===== config.mk =====
export PLATFORM = sky130hd
export DESIGN_NAME = gtimer_top
export DESIGN_NICKNAME = d
export VERILOG_FILES = /design/src/hdl/gtimer_pkg.sv /design/src/hdl/gtimer_gate.sv /design/src/hdl/gtimer_top.sv
export VERILOG_INCLUDE_DIRS = /design/src /design/src/hdl
export SDC_FILE = /design/constraint.sdc
export NUM_CORES = 1
export LEC_CHECK = 0
export BUFFER_PORTS_ARGS = -buffer_cell sky130_fd_sc_hd__buf_2
export CORE_MARGIN = 4
export CORE_UTILIZATION = 53
export DETAILED_ROUTE_END_ITERATION = 10
export GPL_ROUTABILITY_DRIVEN = 0
export PLACE_DENSITY = 0.8
export SLEW_MARGIN = 20
export SYNTH_ARGS = -nofsm -noshare
export SYNTH_HDL_FRONTEND = slang
export SYNTH_SLANG_ARGS = --single-unit

===== constraint.sdc =====
create_clock -name clk_i -period 3.5 [get_ports clk_i]
set_clock_uncertainty 0.1 [all_clocks]
set_input_delay 0.35 -clock clk_i [delete_from_list [all_inputs] [get_ports clk_i]]
set_output_delay 0.35 -clock clk_i [all_outputs]
set_load 0.005 [all_outputs]

===== src/hdl/gtimer_consts.svh =====
/*
 Register offsets, field positions, reset values and timing constants of the gated 16-bit timer.
 Assumes inclusion by bare name from files under hdl/.
*/
`ifndef GTIMER_CONSTS_SVH
`define GTIMER_CONSTS_SVH

`define ADDR_CLK_CTRL 4'h0
`define ADDR_GATE_CTRL 4'h1
`define ADDR_COUNT_HIGH 4'h2
`define ADDR_COUNT_LOW 4'h3
`define ADDR_IRQ_STATUS 4'h4
`define ADDR_IRQ_MASK 4'h5

`define CLK_CTRL_RESET 8'h00
`define GATE_CTRL_RESET 8'h00
`define CLK_CTRL_WMASK 8'hfd
`define GATE_CTRL_WMASK 8'hfb

// timer clock control fields
`define F_CS_HI 7
`define F_CS_LO 6
`define F_PS_HI 5
`define F_PS_LO 4
`define F_OSCEN 3
`define F_SYNCB 2
`define F_RUN 0
// gate control fields
`define F_GE 7
`define F_GPOL 6
`define F_GTM 5
`define F_GSPM 4
`define F_ARM 3
`define F_GVAL 2
`define F_GSS_HI 1
`define F_GSS_LO 0
// status / mask bits
`define IRQ_OVF 0
`define IRQ_GATE 1

`define SYSDIV_COUNT 2'h3
`endif


===== src/hdl/gtimer_pkg.sv =====
/*
 Types of the gated 16-bit timer.
 Assumes nothing of its surroundings.
*/
package gtimer_pkg;
  typedef enum logic [1:0] {
    CS_SYS_DIV4,
    CS_SYS,
    CS_PIN_OSC,
    CS_CAP_OSC
  } clk_src_t;
  typedef enum logic [1:0] {
    GS_PIN,
    GS_T0_OVF,
    GS_CMP1,
    GS_CMP2
  } gate_src_t;
  typedef enum logic [1:0] {
    SP_IDLE,
    SP_WAIT,
    SP_OPEN
  } pulse_state_t;
endpackage


===== src/hdl/gtimer_gate.sv =====
/*
 Gate conditioning path: source select, polarity, toggle flop, single-pulse stage.
 Assumes all inputs synchronous to clk_i.
*/
`include "gtimer_consts.svh"
module gtimer_gate
  import gtimer_pkg::*;
(
  input wire logic clk_i, // system clock
  input wire logic rst_i, // sync reset, high
  input wire logic [1:0] src_sel_i, // gate source select
  input wire logic pin_i, // gate pin
  input wire logic t0_ovf_i, // 8-bit timer overflow pulse
  input wire logic cmp1_output_i, // comparator 1
  input wire logic cmp2_output_i, // comparator 2
  input wire logic polarity_i, // active level
  input wire logic toggle_mode_i, // toggle mode
  input wire logic run_i, // timer run
  input wire logic single_pulse_i, // single pulse mode
  input wire logic arm_set_i, // software sets arm bit
  input wire logic arm_clr_i, // software clears arm bit
  output logic arm_o, // arm status
  output logic gate_o // conditioned gate level
);
  logic src;
  logic pol_gate;
  logic pol_prev;
  logic tog;
  logic tog_gate;
  logic tog_prev;
  logic sp_gate;
  pulse_state_t state;

  assign src = (src_sel_i == 2'h3) ? cmp2_output_i :
               (src_sel_i == 2'h2) ? cmp1_output_i :
               (src_sel_i == 2'h1) ? t0_ovf_i : pin_i;
  assign pol_gate = polarity_i ? src : ~src;
  assign tog_gate = toggle_mode_i ? tog : pol_gate;
  assign sp_gate = (state == SP_OPEN);
  assign gate_o = single_pulse_i ? sp_gate : tog_gate;
  assign arm_o = (state != SP_IDLE);

  always_ff @(posedge clk_i) begin
    pol_prev <= rst_i ? 1'b0 : pol_gate;
    tog_prev <= rst_i ? 1'b0 : tog_gate;
  end

  // toggle flop held clear when mode off or timer stopped
  always_ff @(posedge clk_i) begin
    if (rst_i || !toggle_mode_i || !run_i) begin
      tog <= 1'b0;
    end else if (pol_gate && !pol_prev) begin
      tog <= ~tog;
    end
  end

  always_ff @(posedge clk_i) begin
    if (rst_i || !single_pulse_i || arm_clr_i) begin
      state <= SP_IDLE;
    end else begin
      unique case (state)
        SP_IDLE: begin
          if (arm_set_i) begin
            state <= SP_WAIT;
          end
        end
        SP_WAIT: begin
          if (tog_gate && !tog_prev) begin
            state <= SP_OPEN;
          end
        end
        SP_OPEN: begin
          if (!tog_gate) begin
            state <= SP_IDLE;
          end
        end
        default: state <= SP_IDLE;
      endcase
    end
  end
endmodule


===== src/hdl/gtimer_top.sv =====
/*
 Gated 16-bit timer/counter with AXI4-Lite register slave and level interrupt.
 Assumes all inputs synchronous to clk_i; external clocks are sampled, so they must
 run below half the system clock.
*/
// Decided for this implementation: the register addresses and register access over AXI4-Lite.
`include "gtimer_consts.svh"
module gtimer_top
  import gtimer_pkg::*;
(
  input wire logic clk_i, // system clock 10 MHz
  input wire logic rst_i, // power-on reset, sync, high
  input wire logic [5:0] s_axi_awaddr, // write address
  input wire logic s_axi_awvalid, // write address valid
  output logic s_axi_awready, // write address ready
  input wire logic [31:0] s_axi_wdata, // write data
  input wire logic [3:0] s_axi_wstrb, // write strobes
  input wire logic s_axi_wvalid, // write data valid
  output logic s_axi_wready, // write data ready
  output logic [1:0] s_axi_bresp, // write response
  output logic s_axi_bvalid, // write response valid
  input wire logic s_axi_bready, // write response ready
  input wire logic [5:0] s_axi_araddr, // read address
  input wire logic s_axi_arvalid, // read address valid
  output logic s_axi_arready, // read address ready
  output logic [31:0] s_axi_rdata, // read data
  output logic [1:0] s_axi_rresp, // read response
  output logic s_axi_rvalid, // read valid
  input wire logic s_axi_rready, // read ready
  input wire logic ext_clock_pin_i, // external count clock
  input wire logic xtal_osc_i, // crystal oscillator clock
  input wire logic cap_sense_osc_i, // capacitive sensing oscillator
  input wire logic gate_pin_i, // gate pin
  input wire logic t0_ovf_i, // 8-bit timer overflow pulse
  input wire logic cmp1_output_i, // comparator 1 output
  input wire logic cmp2_output_i, // comparator 2 output
  output logic osc_enable_o, // dedicated oscillator power
  output logic irq_o // interrupt, high level
);
  logic [7:0] clk_ctrl;
  logic [7:0] gate_ctrl;
  logic [15:0] count;
  logic [1:0] irq_status;
  logic [1:0] irq_mask;
  logic [1:0] sysdiv;
  logic [2:0] presc;
  logic ext_s1, ext_s2, ext_prev;
  logic gate_prev;
  logic aw_held, w_held;
  logic [3:0] aw_idx;
  logic [31:0] wdata;
  logic [3:0] wstrb;

  // write channel: address and data taken in either order, once per transfer
  wire aw_take = s_axi_awvalid && s_axi_awready;
  wire w_take = s_axi_wvalid && s_axi_wready;
  wire wr_fire = aw_held && w_held && !s_axi_bvalid;
  wire wr_lane0 = wr_fire && wstrb[0];
  wire wr_clk = wr_lane0 && (aw_idx == `ADDR_CLK_CTRL);
  wire wr_gate = wr_lane0 && (aw_idx == `ADDR_GATE_CTRL);
  wire wr_hi = wr_lane0 && (aw_idx == `ADDR_COUNT_HIGH);
  wire wr_lo = wr_lane0 && (aw_idx == `ADDR_COUNT_LOW);
  wire wr_st = wr_lane0 && (aw_idx == `ADDR_IRQ_STATUS);
  wire wr_mk = wr_lane0 && (aw_idx == `ADDR_IRQ_MASK);
  wire wr_bad = aw_idx > `ADDR_IRQ_MASK;

  wire run = clk_ctrl[`F_RUN];
  wire gate_en = gate_ctrl[`F_GE];
  wire [1:0] cs = clk_ctrl[`F_CS_HI:`F_CS_LO];
  wire [1:0] ps = clk_ctrl[`F_PS_HI:`F_PS_LO];

  // async source: raw when sync bypassed, else two-flop synchronised
  wire ext_src = clk_ctrl[`F_OSCEN] ? xtal_osc_i : ext_clock_pin_i;
  wire ext_level = clk_ctrl[`F_SYNCB] ? ext_src : ext_s2;
  wire ext_rise = ext_level && !ext_prev;
  logic cap_s1, cap_s2, cap_prev;
  wire cap_edge = cap_s2 && !cap_prev;
  wire src_tick = (cs == 2'h3) ? cap_edge :
                  (cs == 2'h2) ? ext_rise :
                  (cs == 2'h1) ? 1'b1 :
                  (sysdiv == `SYSDIV_COUNT);
  wire [2:0] ps_max = (ps == 2'h3) ? 3'h7 : (ps == 2'h2) ? 3'h3 :
                      (ps == 2'h1) ? 3'h1 : 3'h0;
  wire pre_tick = src_tick && (presc >= ps_max);

  logic gate_level;
  logic arm;
  wire count_ok = run && (!gate_en || gate_level);
  wire inc = pre_tick && count_ok;
  wire rollover = inc && (count == 16'hffff);
  wire gate_fall = gate_prev && !gate_level;
  wire [1:0] events = {gate_fall, rollover};

  wire [7:0] gate_rd = {gate_ctrl[7:4], arm, gate_level, gate_ctrl[1:0]};
  wire [3:0] ar_idx = s_axi_araddr[5:2];
  wire [7:0] rd_byte = (ar_idx == `ADDR_CLK_CTRL) ? clk_ctrl :
                       (ar_idx == `ADDR_GATE_CTRL) ? gate_rd :
                       (ar_idx == `ADDR_COUNT_HIGH) ? count[15:8] :
                       (ar_idx == `ADDR_COUNT_LOW) ? count[7:0] :
                       (ar_idx == `ADDR_IRQ_STATUS) ? {6'h00, irq_status} :
                       (ar_idx == `ADDR_IRQ_MASK) ? {6'h00, irq_mask} : 8'h00;
  wire rd_bad = ar_idx > `ADDR_IRQ_MASK;
  wire [7:0] next_clk_ctrl = (wdata[7:0] & `CLK_CTRL_WMASK);
  wire [7:0] next_gate_ctrl = (wdata[7:0] & `GATE_CTRL_WMASK);

  gtimer_gate gate_path (
    .clk_i(clk_i),
    .rst_i(rst_i),
    .src_sel_i(gate_ctrl[`F_GSS_HI:`F_GSS_LO]),
    .pin_i(gate_pin_i),
    .t0_ovf_i(t0_ovf_i),
    .cmp1_output_i(cmp1_output_i),
    .cmp2_output_i(cmp2_output_i),
    .polarity_i(gate_ctrl[`F_GPOL]),
    .toggle_mode_i(gate_ctrl[`F_GTM]),
    .run_i(run),
    .single_pulse_i(gate_ctrl[`F_GSPM]),
    .arm_set_i(wr_gate && wdata[`F_ARM]),
    .arm_clr_i(wr_gate && !wdata[`F_ARM]),
    .arm_o(arm),
    .gate_o(gate_level)
  );

  always_ff @(posedge clk_i) begin
    ext_s1 <= rst_i ? 1'b0 : ext_src;
    ext_s2 <= rst_i ? 1'b0 : ext_s1;
    ext_prev <= rst_i ? 1'b0 : ext_level;
    cap_s1 <= rst_i ? 1'b0 : cap_sense_osc_i;
    cap_s2 <= rst_i ? 1'b0 : cap_s1;
    cap_prev <= rst_i ? 1'b0 : cap_s2;
    gate_prev <= rst_i ? 1'b0 : gate_level;
  end

  always_ff @(posedge clk_i) begin
    sysdiv <= rst_i ? 2'h0 : sysdiv + 2'h1;
  end

  always_ff @(posedge clk_i) begin
    if (rst_i || !run) begin
      presc <= 3'h0;
    end else if (src_tick) begin
      presc <= pre_tick ? 3'h0 : presc + 3'h1;
    end
  end

  // writes win over an increment in the same cycle
  always_ff @(posedge clk_i) begin
    if (rst_i) begin
      count <= 16'h0000;
    end else if (wr_hi) begin
      count[15:8] <= wdata[7:0];
    end else if (wr_lo) begin
      count[7:0] <= wdata[7:0];
    end else if (inc) begin
      count <= count + 16'h0001;
    end
  end

  always_ff @(posedge clk_i) begin
    if (rst_i) begin
      clk_ctrl <= `CLK_CTRL_RESET;
      gate_ctrl <= `GATE_CTRL_RESET;
      irq_mask <= 2'h0;
    end else begin
      if (wr_clk) clk_ctrl <= next_clk_ctrl;
      if (wr_gate) gate_ctrl <= next_gate_ctrl;
      if (wr_mk) irq_mask <= wdata[1:0];
    end
  end

  // a new event wins over a write-one clear in the same cycle
  always_ff @(posedge clk_i) begin
    if (rst_i) begin
      irq_status <= 2'h0;
    end else begin
      irq_status <= (irq_status & ~(wr_st ? wdata[1:0] : 2'h0)) | events;
    end
  end

  always_ff @(posedge clk_i) begin
    osc_enable_o <= rst_i ? 1'b0 : clk_ctrl[`F_OSCEN];
    irq_o <= rst_i ? 1'b0 : |(irq_status & irq_mask);
  end

  always_ff @(posedge clk_i) begin
    if (rst_i) begin
      aw_held <= 1'b0;
      w_held <= 1'b0;
      aw_idx <= 4'h0;
      wdata <= 32'h0;
      wstrb <= 4'h0;
      s_axi_awready <= 1'b0;
      s_axi_wready <= 1'b0;
      s_axi_bvalid <= 1'b0;
      s_axi_bresp <= 2'h0;
    end else begin
      s_axi_awready <= !aw_held && !aw_take && !s_axi_bvalid;
      s_axi_wready <= !w_held && !w_take && !s_axi_bvalid;
      if (aw_take) begin
        aw_held <= 1'b1;
        aw_idx <= s_axi_awaddr[5:2];
      end
      if (w_take) begin
        w_held <= 1'b1;
        wdata <= s_axi_wdata;
        wstrb <= s_axi_wstrb;
      end
      if (wr_fire) begin
        aw_held <= 1'b0;
        w_held <= 1'b0;
        s_axi_bvalid <= 1'b1;
        s_axi_bresp <= wr_bad ? 2'h2 : 2'h0;
      end else if (s_axi_bvalid && s_axi_bready) begin
        s_axi_bvalid <= 1'b0;
      end
    end
  end

  always_ff @(posedge clk_i) begin
    if (rst_i) begin
      s_axi_arready <= 1'b0;
      s_axi_rvalid <= 1'b0;
      s_axi_rdata <= 32'h0;
      s_axi_rresp <= 2'h0;
    end else begin
      s_axi_arready <= !s_axi_rvalid && !(s_axi_arvalid && s_axi_arready);
      if (s_axi_arvalid && s_axi_arready) begin
        s_axi_rvalid <= 1'b1;
        s_axi_rdata <= {24'h000000, rd_byte};
        s_axi_rresp <= rd_bad ? 2'h2 : 2'h0;
      end else if (s_axi_rvalid && s_axi_rready) begin
        s_axi_rvalid <= 1'b0;
      end
    end
  end
endmodule


* Yosys cells after proc, flatten, opt, wreduce, memory -nomap -nowiden *
Cells that the tools add are included.

storage, ports and cells
  output and inout port bits = 43
  register bits = 85
  input bits = 62
  bits in latches = 0
  ROM bits = 0
  memories = 0
  bits in writable memories = 0

cells by class
  $add $sub $neg = 3
  eq/ne operators = 27
  $mul = 0
  shift operators = 0
  reduce and logical (&&, ||, !) cells = 66
  multiplexer cells = 36
  divide/modulo/power cells = 0
  bitwise operators = 7
  magnitude comparators = 3

operators by type and width
  operator                 count
  $mux W8                  7
  $logic_and A1 B1 Y1      30
  $mux W2                  9
  $logic_not A1 Y1         17
  $add A16 B1 Y16 const B  1
  $eq A16 B16 Y1 const B   1
  $eq A2 B2 Y1 const B     8
  $eq A4 B2 Y1 const B     4
  $eq A4 B3 Y1 const B     4
  $mux W1                  16
  $mux W16                 1
  $reduce_bool A2 Y1       5
  $eq A2 B1 Y1 const B     4
  $eq A4 B1 Y1 const B     2
  $gt A4 B3 Y1 const B     2
  $logic_not A4 Y1         2
  $logic_or A1 B1 Y1       6
  $mux W3                  2
  $pmux W2 S3              1
  $and A2 B2 Y2            2
  $ne A2 B1 Y1 const B     2
  $ne A2 B2 Y1 const B     2
  $reduce_and A2 Y1        2
  $reduce_or A2 Y1         2
  8 further kinds          10

* Longest topological paths before layout *
Gate-level depths: netlist of run 1.

  depth in word-level cells = 14
  mapped depth = 10
  gate-level depth less buffers = 8

* Hierarchy *
Synthesis of run 1 repeated with hierarchy kept, for this count alone.

unflattened totals
  cell total of the unflattened synthesis = 483
  area total of the unflattened synthesis = 4073.9 µm²

by module, submodules not included
  module       cells an instance  sequential area each (µm²)  area an instance (µm²)  instances
  gtimer_top   446                1541.5                      3748.6                  1
  gtimer_gate  37                 100.1                       325.3                   1

* Worst setup path before layout of run 1 *
Ideal clock, no wire load.

  kind = register -> register
  from = reg clk_ctrl[4]
  to = reg count[11]
  stages on the path, launching flop included = 10
  setup time = 91 ps
  data arrival time = 2511 ps
  setup slack = 798 ps
  cell sequence = dfxtp_1 or2_2 ha_1 nor2b_1 o21ai_0 nand3_1 or3_4 buf_6 or4_1 a311oi_1

on the way
  cells in the longest elaborated chain, start to end = 9
  elaborated cells on any way between the ends = 11
  those cells by class = order compare (1); eq/ne (3); mux (3); reduce/logical (4)

ends and longest elaborated chain
  element                         line               source
  start: declaration              gtimer_top.sv:40   logic [7:0] clk_ctrl;
  start signal: assignment        gtimer_top.sv:161  clk_ctrl <= `CLK_CTRL_RESET;
  start signal: assignment        gtimer_top.sv:165  if (wr_clk) clk_ctrl <= next_clk_ctrl;
  $eq A2 B1 Y1                    gtimer_top.sv:83   (ps == 2'h1) ? 3'h1 : 3'h0;
  $mux W1                         gtimer_top.sv:83
  $mux W2                         gtimer_top.sv:82   wire [2:0] ps_max = (ps == 2'h3) ? 3'h7 : (ps == 2'h2) ? 3'h3 :
  $mux W3 *                       gtimer_top.sv:82
  $ge A3 B3 Y1 *                  gtimer_top.sv:84   wire pre_tick = src_tick && (presc >= ps_max);
  $logic_and A1 B1 Y1 *           gtimer_top.sv:84
  $logic_and A1 B1 Y1 *           gtimer_top.sv:89   wire inc = pre_tick && count_ok;
  $reduce_bool A2 Y1 (no line) *  -
  $reduce_and A2 Y1 (no line) *   -
  end signal: assignment          gtimer_top.sv:151  count[15:8] <= wdata[7:0];
  end signal: assignment          gtimer_top.sv:155  count <= count + 16'h0001;
  end: declaration                gtimer_top.sv:42   logic [15:0] count;

Mark *: on every way between the ends. The rest lies on a longest branch, timed or not.
A chain may end at the register's enable or synchronous reset.

* Worst setup path after layout of run 1 *
  from = reg clk_ctrl[4]
  to = reg count[14]

The elaborated chain is that of the path after synthesis.

==> results of run 1 <==
[kinds of logic after synthesis]
family          share of synthesized area [%]
other cells                           0.09351
simple gates                            25.09
fa+ha+maj                               1.872
mux                                     6.739
xor+xnor                               0.6553
compound gates                          16.19
flops                                   40.94
buf+inv                                 8.424
[synthesized netlist by cell type, types with 4 or more instances]
library cell | number | area [um2]
dfxtp_1 | 82 | 1642
nor2_1 | 62 | 232.7
nand2_1 | 44 | 165.2
a21oi_1 | 27 | 135.1
buf_4 | 26 | 195.2
clkbuf_1 | 22 | 82.58
nand3_1 | 19 | 95.09
nor3_1 | 19 | 95.09
mux2i_1 | 18 | 180.2
nor2b_1 | 11 | 68.82
inv_1 | 9 | 33.78
or4_1 | 9 | 67.56
a311oi_1 | 8 | 70.07
o21ai_0 | 8 | 40.04
a221oi_1 | 7 | 61.31
nand4_1 | 7 | 43.79
a211oi_1 | 6 | 45.04
ha_1 | 6 | 75.07
o31ai_1 | 6 | 45.04
a22oi_1 | 5 | 37.54
nand2b_1 | 5 | 31.28
a22o_1 | 4 | 35.03
and2_1 | 4 | 25.02
buf_1 | 4 | 15.01
mux2_2 | 4 | 45.04
[cell usage in the layout (no fill, tap or decap), types with 5 or more instances in the layout]
cell type,netlist,routed
dfxtp_1,82,82
nor2_1,62,62
buf_2,0,47
nand2_1,44,44
a21oi_1,27,27
conb_1,1,26
nand3_1,19,19
nor3_1,19,19
mux2i_1,18,18
nor2b_1,11,11
inv_1,9,9
or4_1,9,9
clkbuf_8,0,9
o21ai_0,8,8
a311oi_1,8,8
nand4_1,7,7
a221oi_1,7,7
a211oi_1,6,6
o31ai_1,6,6
ha_1,6,6
nand2b_1,5,5
a22oi_1,5,5
[registers in the layout, indices dropped and copies added, names as in the netlist, 3 cells and up]
| name | flops |
|---|---|
| aw_idx | 4 |
| clk_ctrl | 7 |
| count | 16 |
| gate_ctrl | 6 |
| presc | 3 |
| s_axi_rdata | 8 |
| wdata | 8 |
[through the flow]
| stage | power (mW) | hold WS, ns |
|---|---|---|
| after CTS | 1.761 | 0.1144 |
| after detailed placement | 1.142 | 0.3179 |
| after global routing | 1.829 | 0.1115 |
| final | 1.746 | 0.1178 |
| after global placement | 1.137 | 0.3068 |
| after floorplan | 1.112 | 0.2992 |
[worst max-delay path: cells and delay by family (launching register included)]
kind | cells | cell delay (ns)
flops | 1 | 0.34
compound gates | 2 | 0.74
simple gates | 5 | 1.60
fa+ha+maj | 1 | 0.27
[routing by layer]
layer / vias up / part of all wire [%] / global-route usage [%]
met4: 0 / 2.7 / 6.250
met5: - / 0 / 0
met2: 149 / 46 / 32.30
met3: 28 / 8.8 / 6.773
li1: 1711 / - / -
met1: 1623 / 43 / 28.10
[layout make-up]
cell class | instances | area [um2] | share of cell area, %
multi-input combinational | 355 | 2125 | 48.81
timing repair buffer | 50 | 257.7 | 5.921
tap | 99 | 123.9 | 2.846
clock inverter | 3 | 43.79 | 1.006
sequential | 82 | 1642 | 37.71
inverter | 9 | 33.78 | 0.7761
clock buffer | 10 | 127.6 | 2.932
[worst min path at each step]
stage,endpoint,depth (start not counted),slack (ns),startpoint
6_report,cap_s1$_SDFF_PP0_,2,0.12,cap_sense_osc_i
5_1_grt,wdata[7]$_SDFFE_PP0P_,3,0.11,s_axi_wdata[7]
4_1_cts,cap_s1$_SDFF_PP0_,2,0.11,cap_sense_osc_i
3_3_place_gp,sysdiv[0]$_SDFF_PP0_,1,0.31,sysdiv[0]$_SDFF_PP0_
2_1_floorplan,sysdiv[0]$_SDFF_PP0_,1,0.30,sysdiv[0]$_SDFF_PP0_
3_5_place_dp,sysdiv[0]$_SDFF_PP0_,1,0.32,sysdiv[0]$_SDFF_PP0_
[power by group]
| group | total [mW] | internal (mW) | switching [mW] |
|---|---|---|---|
| clock | 0.623 | 0.318 | 0.305 |
| sequential | 0.991 | 0.962 | 0.0293 |
| combinational | 0.131 | 0.0533 | 0.0780 |
==> qor.csv, run 1 <==
stage,metric,value,unit
outcome,status,"complete, no violations",
global_routing,first-pass GRT wire length,15.03,mm
final_layout,Final #Nets,575,
worst_setup_path,worst r2r path cells,8,
global_routing,total gr overflow,0,
synth,Post-Synthesis Mean Instance Area,8.460,um2
place,"Cell Area, Placed",4182,um2
floorplanning,die area,9022,um2
floorplanning,Die H,94.99,um
clock_tree,worst skew pair latency,0.35,ns
worst_setup_path,"slowest stage delay, CP",0.50,ns
worst_setup_path,crit start category,flip-flop,
clock_tree,Root Driver,clkbuf_8,
worst_setup_path,crit path capture type,flip-flop,
floorplanning,# IOs,105,
routing,Via Count,3511,
sta,period utilisation layout,90.27,%
power_and_ir_drop,maximum VDD drop,252.9,uV
synth,cells after synthesis,474,
final_layout,fraction of layout cells with a size suffix above 1,15.13,%
synth,"EDFF count, synth",0,
routing,DR pass1 iterations,5,
routing,Final ANT Viol Nets,0,
synth,Cell variety after synth,57,
floorplanning,Initial Utilization,54.99,%
worst_setup_path,crit path max fanout,22,
power_and_ir_drop,Leak,1.676,nW
sta,Worst-Margin Slew,0.8739,ns
clock_tree,Post-CTS Resized,0,
clock_tree,clk slew on worst S/H paths,0.07,ns
final_layout,"Core Util, Final",59.69,%
clock_tree,CTS Buf Count,9,
floorplanning,Rows,31,
sta,Max Clk Rate,316.5,MHz
place,Inst Count DP,595,
power_and_ir_drop,power per cell area,401.1,nW/um2
clock_tree,setup bufs post-CTS,0,
worst_setup_path,slowest CP cell,or3_4,
place,Final HPWL DP,6.650,mm
final_layout,Area Overhead vs Synth,8.549,%
place,dpl ws,0.3949,ns
place,port bufs,47,
sta,Pins Over Slew Limit,0,
global_routing,largest net degree at the start of global routing,37,
global_routing,initial antenna violation count,0,
global_routing,GRT Overall Usage,20.99,%
routing,final WL,9.045,mm
sta,final hold vios,0,
global_routing,number of global-route vias before repair,3192,
worst_setup_path,crit path from,clk_ctrl[4]$_SDFFE_PP0P_,
synth,"Cell Area, Synth",4010,um2
hold_path,HP Class,in2reg,
worst_setup_path,critical path class,reg2reg,
synth,Seq cells post-synth,82,
worst_setup_path,reg2reg start,clk_ctrl[4]$_SDFFE_PP0P_,
final_layout,# fillers,674,
synth,synthesis warning total,0,
clock_tree,number of H-tree levels,3,
routing,average vias per placed instance,5.775,
routing,1st-iter DRT viols,210,
worst_setup_path,r2r setup slk,0.34,ns
worst_setup_path,Critical Path Sink,count[14]$_SDFFE_PP0P_,
worst_setup_path,worst-path cell chain,or2_2 > ha_1 > nor2b_1 > o21ai_0 > nand3_1 > or3_4 > or4_1 > a221oi_1,
worst_setup_path,Critical Path AT,3.31,ns
sta,setup TNS,0,ns
synth,"Top FF cell, synth",dfxtp_1,
final_layout,Ant. Diodes,0,
routing,DRC,0,
clock_tree,Clock Sinks,82,
worst_setup_path,Worst EP required,3.65,ns
synth,"Seq/Total Area, Yosys",40.94,%
sta,Setup WS post-layout,0.3404,ns
synth,asr flop ratio synth,0,%
final_layout,post-route non-filler standard cell count,608,
final_layout,design area,4353,um2
clock_tree,cts hold-fix bufs,0,
worst_setup_path,FF-to-FF End,count[14]$_SDFFE_PP0P_,
clock_tree,CTS tree,done,
sta,RSZ-0062 raised after global routing,no,
routing,routed wire length per instance,14.88,um
floorplanning,core area,7292,um2
run,Max-Cap Viols,0,
floorplanning,Die W,94.99,um
clock_tree,worst-case clock buffer depth,2,
sta,Final Setup Violations,0,
sta,Max transition margin,41.20,%
sta,min cycle time layout,3.160,ns
Note: power is estimated with default switching activity, not from simulation.
==> run 2: changes to the inputs <==
--- a/config.mk
+++ b/config.mk
@@ -16,3 +16,4 @@
 export SYNTH_ARGS = -nofsm -noshare
 export SYNTH_HDL_FRONTEND = slang
 export SYNTH_SLANG_ARGS = --single-unit
+export TNS_END_PERCENT = 30
==> constraint.sdc (replaced) <==
create_clock -name clk_i -period 3.5 [get_ports clk_i]
set_clock_uncertainty 0.1 [all_clocks]
set_input_delay 0.7 -clock clk_i [delete_from_list [all_inputs] [get_ports clk_i]]
set_output_delay 0.7 -clock clk_i [all_outputs]
set_load 0.005 [all_outputs]
==> qor.csv, run 2 (synthesis results as in run 1) <==
stage,metric,value,unit,change
clock_tree,setup bufs post-CTS,0,,unchanged
global_routing,first-pass GRT wire length,15.00,mm,was 15.03 mm
sta,final hold vios,0,,unchanged
routing,DR pass1 iterations,5,,unchanged
worst_setup_path,critical path class,reg2reg,,unchanged
final_layout,"commonest non-fill, non-tap cells in the layout","dfxtp_1 (82), nor2_1 (62), buf_2 (47)",,unchanged
floorplanning,die area,9022,um2,unchanged
final_layout,Area Overhead vs Synth,10.17,%,was 8.549%
global_routing,GRT Overall Usage,20.85,%,was 20.99%
global_routing,total gr overflow,0,,unchanged
run,Max-Cap Viols,0,,unchanged
routing,1st-iter DRT viols,212,,was 210
sta,RSZ-0062 raised after global routing,no,,unchanged
final_layout,Register Area,1642,um2,unchanged
place,port bufs,47,,unchanged
global_routing,initial antenna violation count,0,,unchanged
power_and_ir_drop,Leak,1.709,nW,was 1.676 nW
sta,period utilisation layout,91.39,%,was 90.27%
worst_setup_path,Critical Path AT,3.34,ns,was 3.31 ns
final_layout,Final #Nets,576,,was 575
power_and_ir_drop,power per cell area,428.8,nW/um2,was 401.1 nW/um2
routing,routed wire length per instance,15.05,um,was 14.88 um
routing,average vias per placed instance,5.779,,was 5.775
clock_tree,Clock Sinks,82,,unchanged
hold_path,HP Class,reg2reg,,was in2reg
clock_tree,CTS Buf Count,9,,unchanged
worst_setup_path,"delay-heaviest family, CP",simple AND/OR/NAND/NOR gates,,unchanged
worst_setup_path,Levels on crit path,8,,unchanged
worst_setup_path,Worst EP required,3.64,ns,was 3.65 ns
final_layout,"most common cell after layout, fill and taps aside",dfxtp_1,,unchanged
clock_tree,cts hold-fix bufs,0,,unchanged
sta,Max Clk Rate,312.6,MHz,was 316.5 MHz
final_layout,Largest Register,count,,unchanged
worst_setup_path,crit path max fanout,22,,unchanged
clock_tree,clk slew on worst S/H paths,0.08,ns,was 0.07 ns
sta,Worst-Margin Slew,1.011,ns,was 0.8739 ns
final_layout,Top Registers,"count (16), s_axi_rdata (8), wdata (8)",,unchanged
global_routing,largest net degree at the start of global routing,37,,unchanged
floorplanning,Rows,31,,unchanged
clock_tree,number of H-tree levels,3,,unchanged
final_layout,# fillers,671,,was 674
worst_setup_path,crit path capture type,flip-flop,,unchanged
routing,Via Count,3537,,was 3511
global_routing,number of global-route vias before repair,3158,,was 3192
clock_tree,Post-CTS Resized,0,,unchanged
sta,setup TNS,0,ns,unchanged
sta,hold slack,0.3246,ns,was 0.1178 ns
worst_setup_path,"slowest stage delay, CP",0.51,ns,was 0.50 ns
worst_setup_path,WP buf/inv,0,,unchanged
floorplanning,core area,7292,um2,unchanged
routing,final WL,9.212,mm,was 9.045 mm
clock_tree,worst skew pair latency,0.35,ns,about the same
floorplanning,Initial Utilization,54.99,%,unchanged
routing,DRC,0,,unchanged
routing,Final ANT Viol Nets,0,,unchanged
worst_setup_path,worst r2r path cells,8,,unchanged
power_and_ir_drop,maximum VDD drop,273.5,uV,was 252.9 uV
worst_setup_path,worst-path cell chain,or2_2 > ha_1 > nor2b_1 > o21ai_0 > nand3_1 > or3_4 > or4_1 > a221oi_1,,unchanged
clock_tree,worst-case clock buffer depth,2,,unchanged
clock_tree,CTS tree,done,,unchanged
place,Final HPWL DP,6.725,mm,was 6.650 mm
sta,Pins Over Slew Limit,0,,unchanged
worst_setup_path,crit start category,flip-flop,,unchanged
sta,Max transition margin,31.95,%,was 41.20%
hold_path,Worst Hold Depth,1,,was 2
final_layout,multi-input logic area,2125,um2,unchanged
final_layout,Ant. Diodes,0,,unchanged
worst_setup_path,slowest CP cell,or3_4,,unchanged
final_layout,fraction of layout cells with a size suffix above 1,15.79,%,was 15.13%
floorplanning,Die H,94.99,um,unchanged
floorplanning,Die W,94.99,um,unchanged
sta,min cycle time layout,3.199,ns,was 3.160 ns
place,dpl ws,0.3324,ns,was 0.3949 ns
final_layout,max reg flops,16,,unchanged
outcome,status,"complete, no violations",,unchanged
sta,Setup WS post-layout,0.3013,ns,was 0.3404 ns
sta,Final Setup Violations,0,,unchanged
floorplanning,# IOs,105,,unchanged
clock_tree,Root Driver,clkbuf_8,,unchanged
[run 2: cell type report]
class / instances / area share [%]
Multi-Input combinational cell: 355 / 48.09
Inverter: 9 / 0.7647
Timing Repair Buffer: 51 / 6.004
Clock inverter: 4 / 1.671
Clock buffer: 12 / 3.512
Sequential cell: 82 / 37.16
Tap cell: 99 / 2.804
[run 2: where the power goes]
group	internal, mW	switching (mW)	leakage, nW	total [mW]
Sequential	0.962	0.0291	0.667	0.991
Clock	0.441	0.329	0.117	0.771
Combinational	0.0540	0.0789	0.926	0.133
Total	1.46	0.438	1.71	1.89
[run 2: worst reg2reg max path, delay by kind of cell, from the launching register on]
| family | cells | cell delay, ns |
|---|---|---|
| adders and majority gates | 1 | 0.27 |
| DFF | 1 | 0.36 |
| AOI/OAI and AO/OA | 2 | 0.75 |
| and+or+nand+nor | 5 | 1.62 |
[run 2: final timing paths]
kind / slack (ns) / endpoint / start
setup / recovery: 0.30 / count[14]$_SDFFE_PP0P_ / clk_ctrl[4]$_SDFFE_PP0P_
hold / removal: 0.32 / sysdiv[0]$_SDFF_PP0_ / sysdiv[0]$_SDFF_PP0_
setup reg to reg: 0.30 / count[14]$_SDFFE_PP0P_ / clk_ctrl[4]$_SDFFE_PP0P_
hold reg to reg: 0.32 / sysdiv[0]$_SDFF_PP0_ / sysdiv[0]$_SDFF_PP0_
[run 2: per-stage QoR]
step,instance area (um2),cells,power (mW),utilization (%)
floorplan,4104,499,1.112,-
global placement,4189,596,1.137,57.45
detailed placement,4189,596,1.144,57.45
CTS,4418,612,1.909,60.59
global route,4418,612,1.971,60.59
finish,4418,612,1.895,60.59
[run 2: metal layers]
metal / global-route usage, % / routed length [um] / part of all wire, %
met4: 5.048 / 121 / 1.3
met2: 33.88 / 4347 / 47
met3: 4.940 / 737 / 8.0
met5: 0 / 0 / 0
met1: 27.97 / 4007 / 43
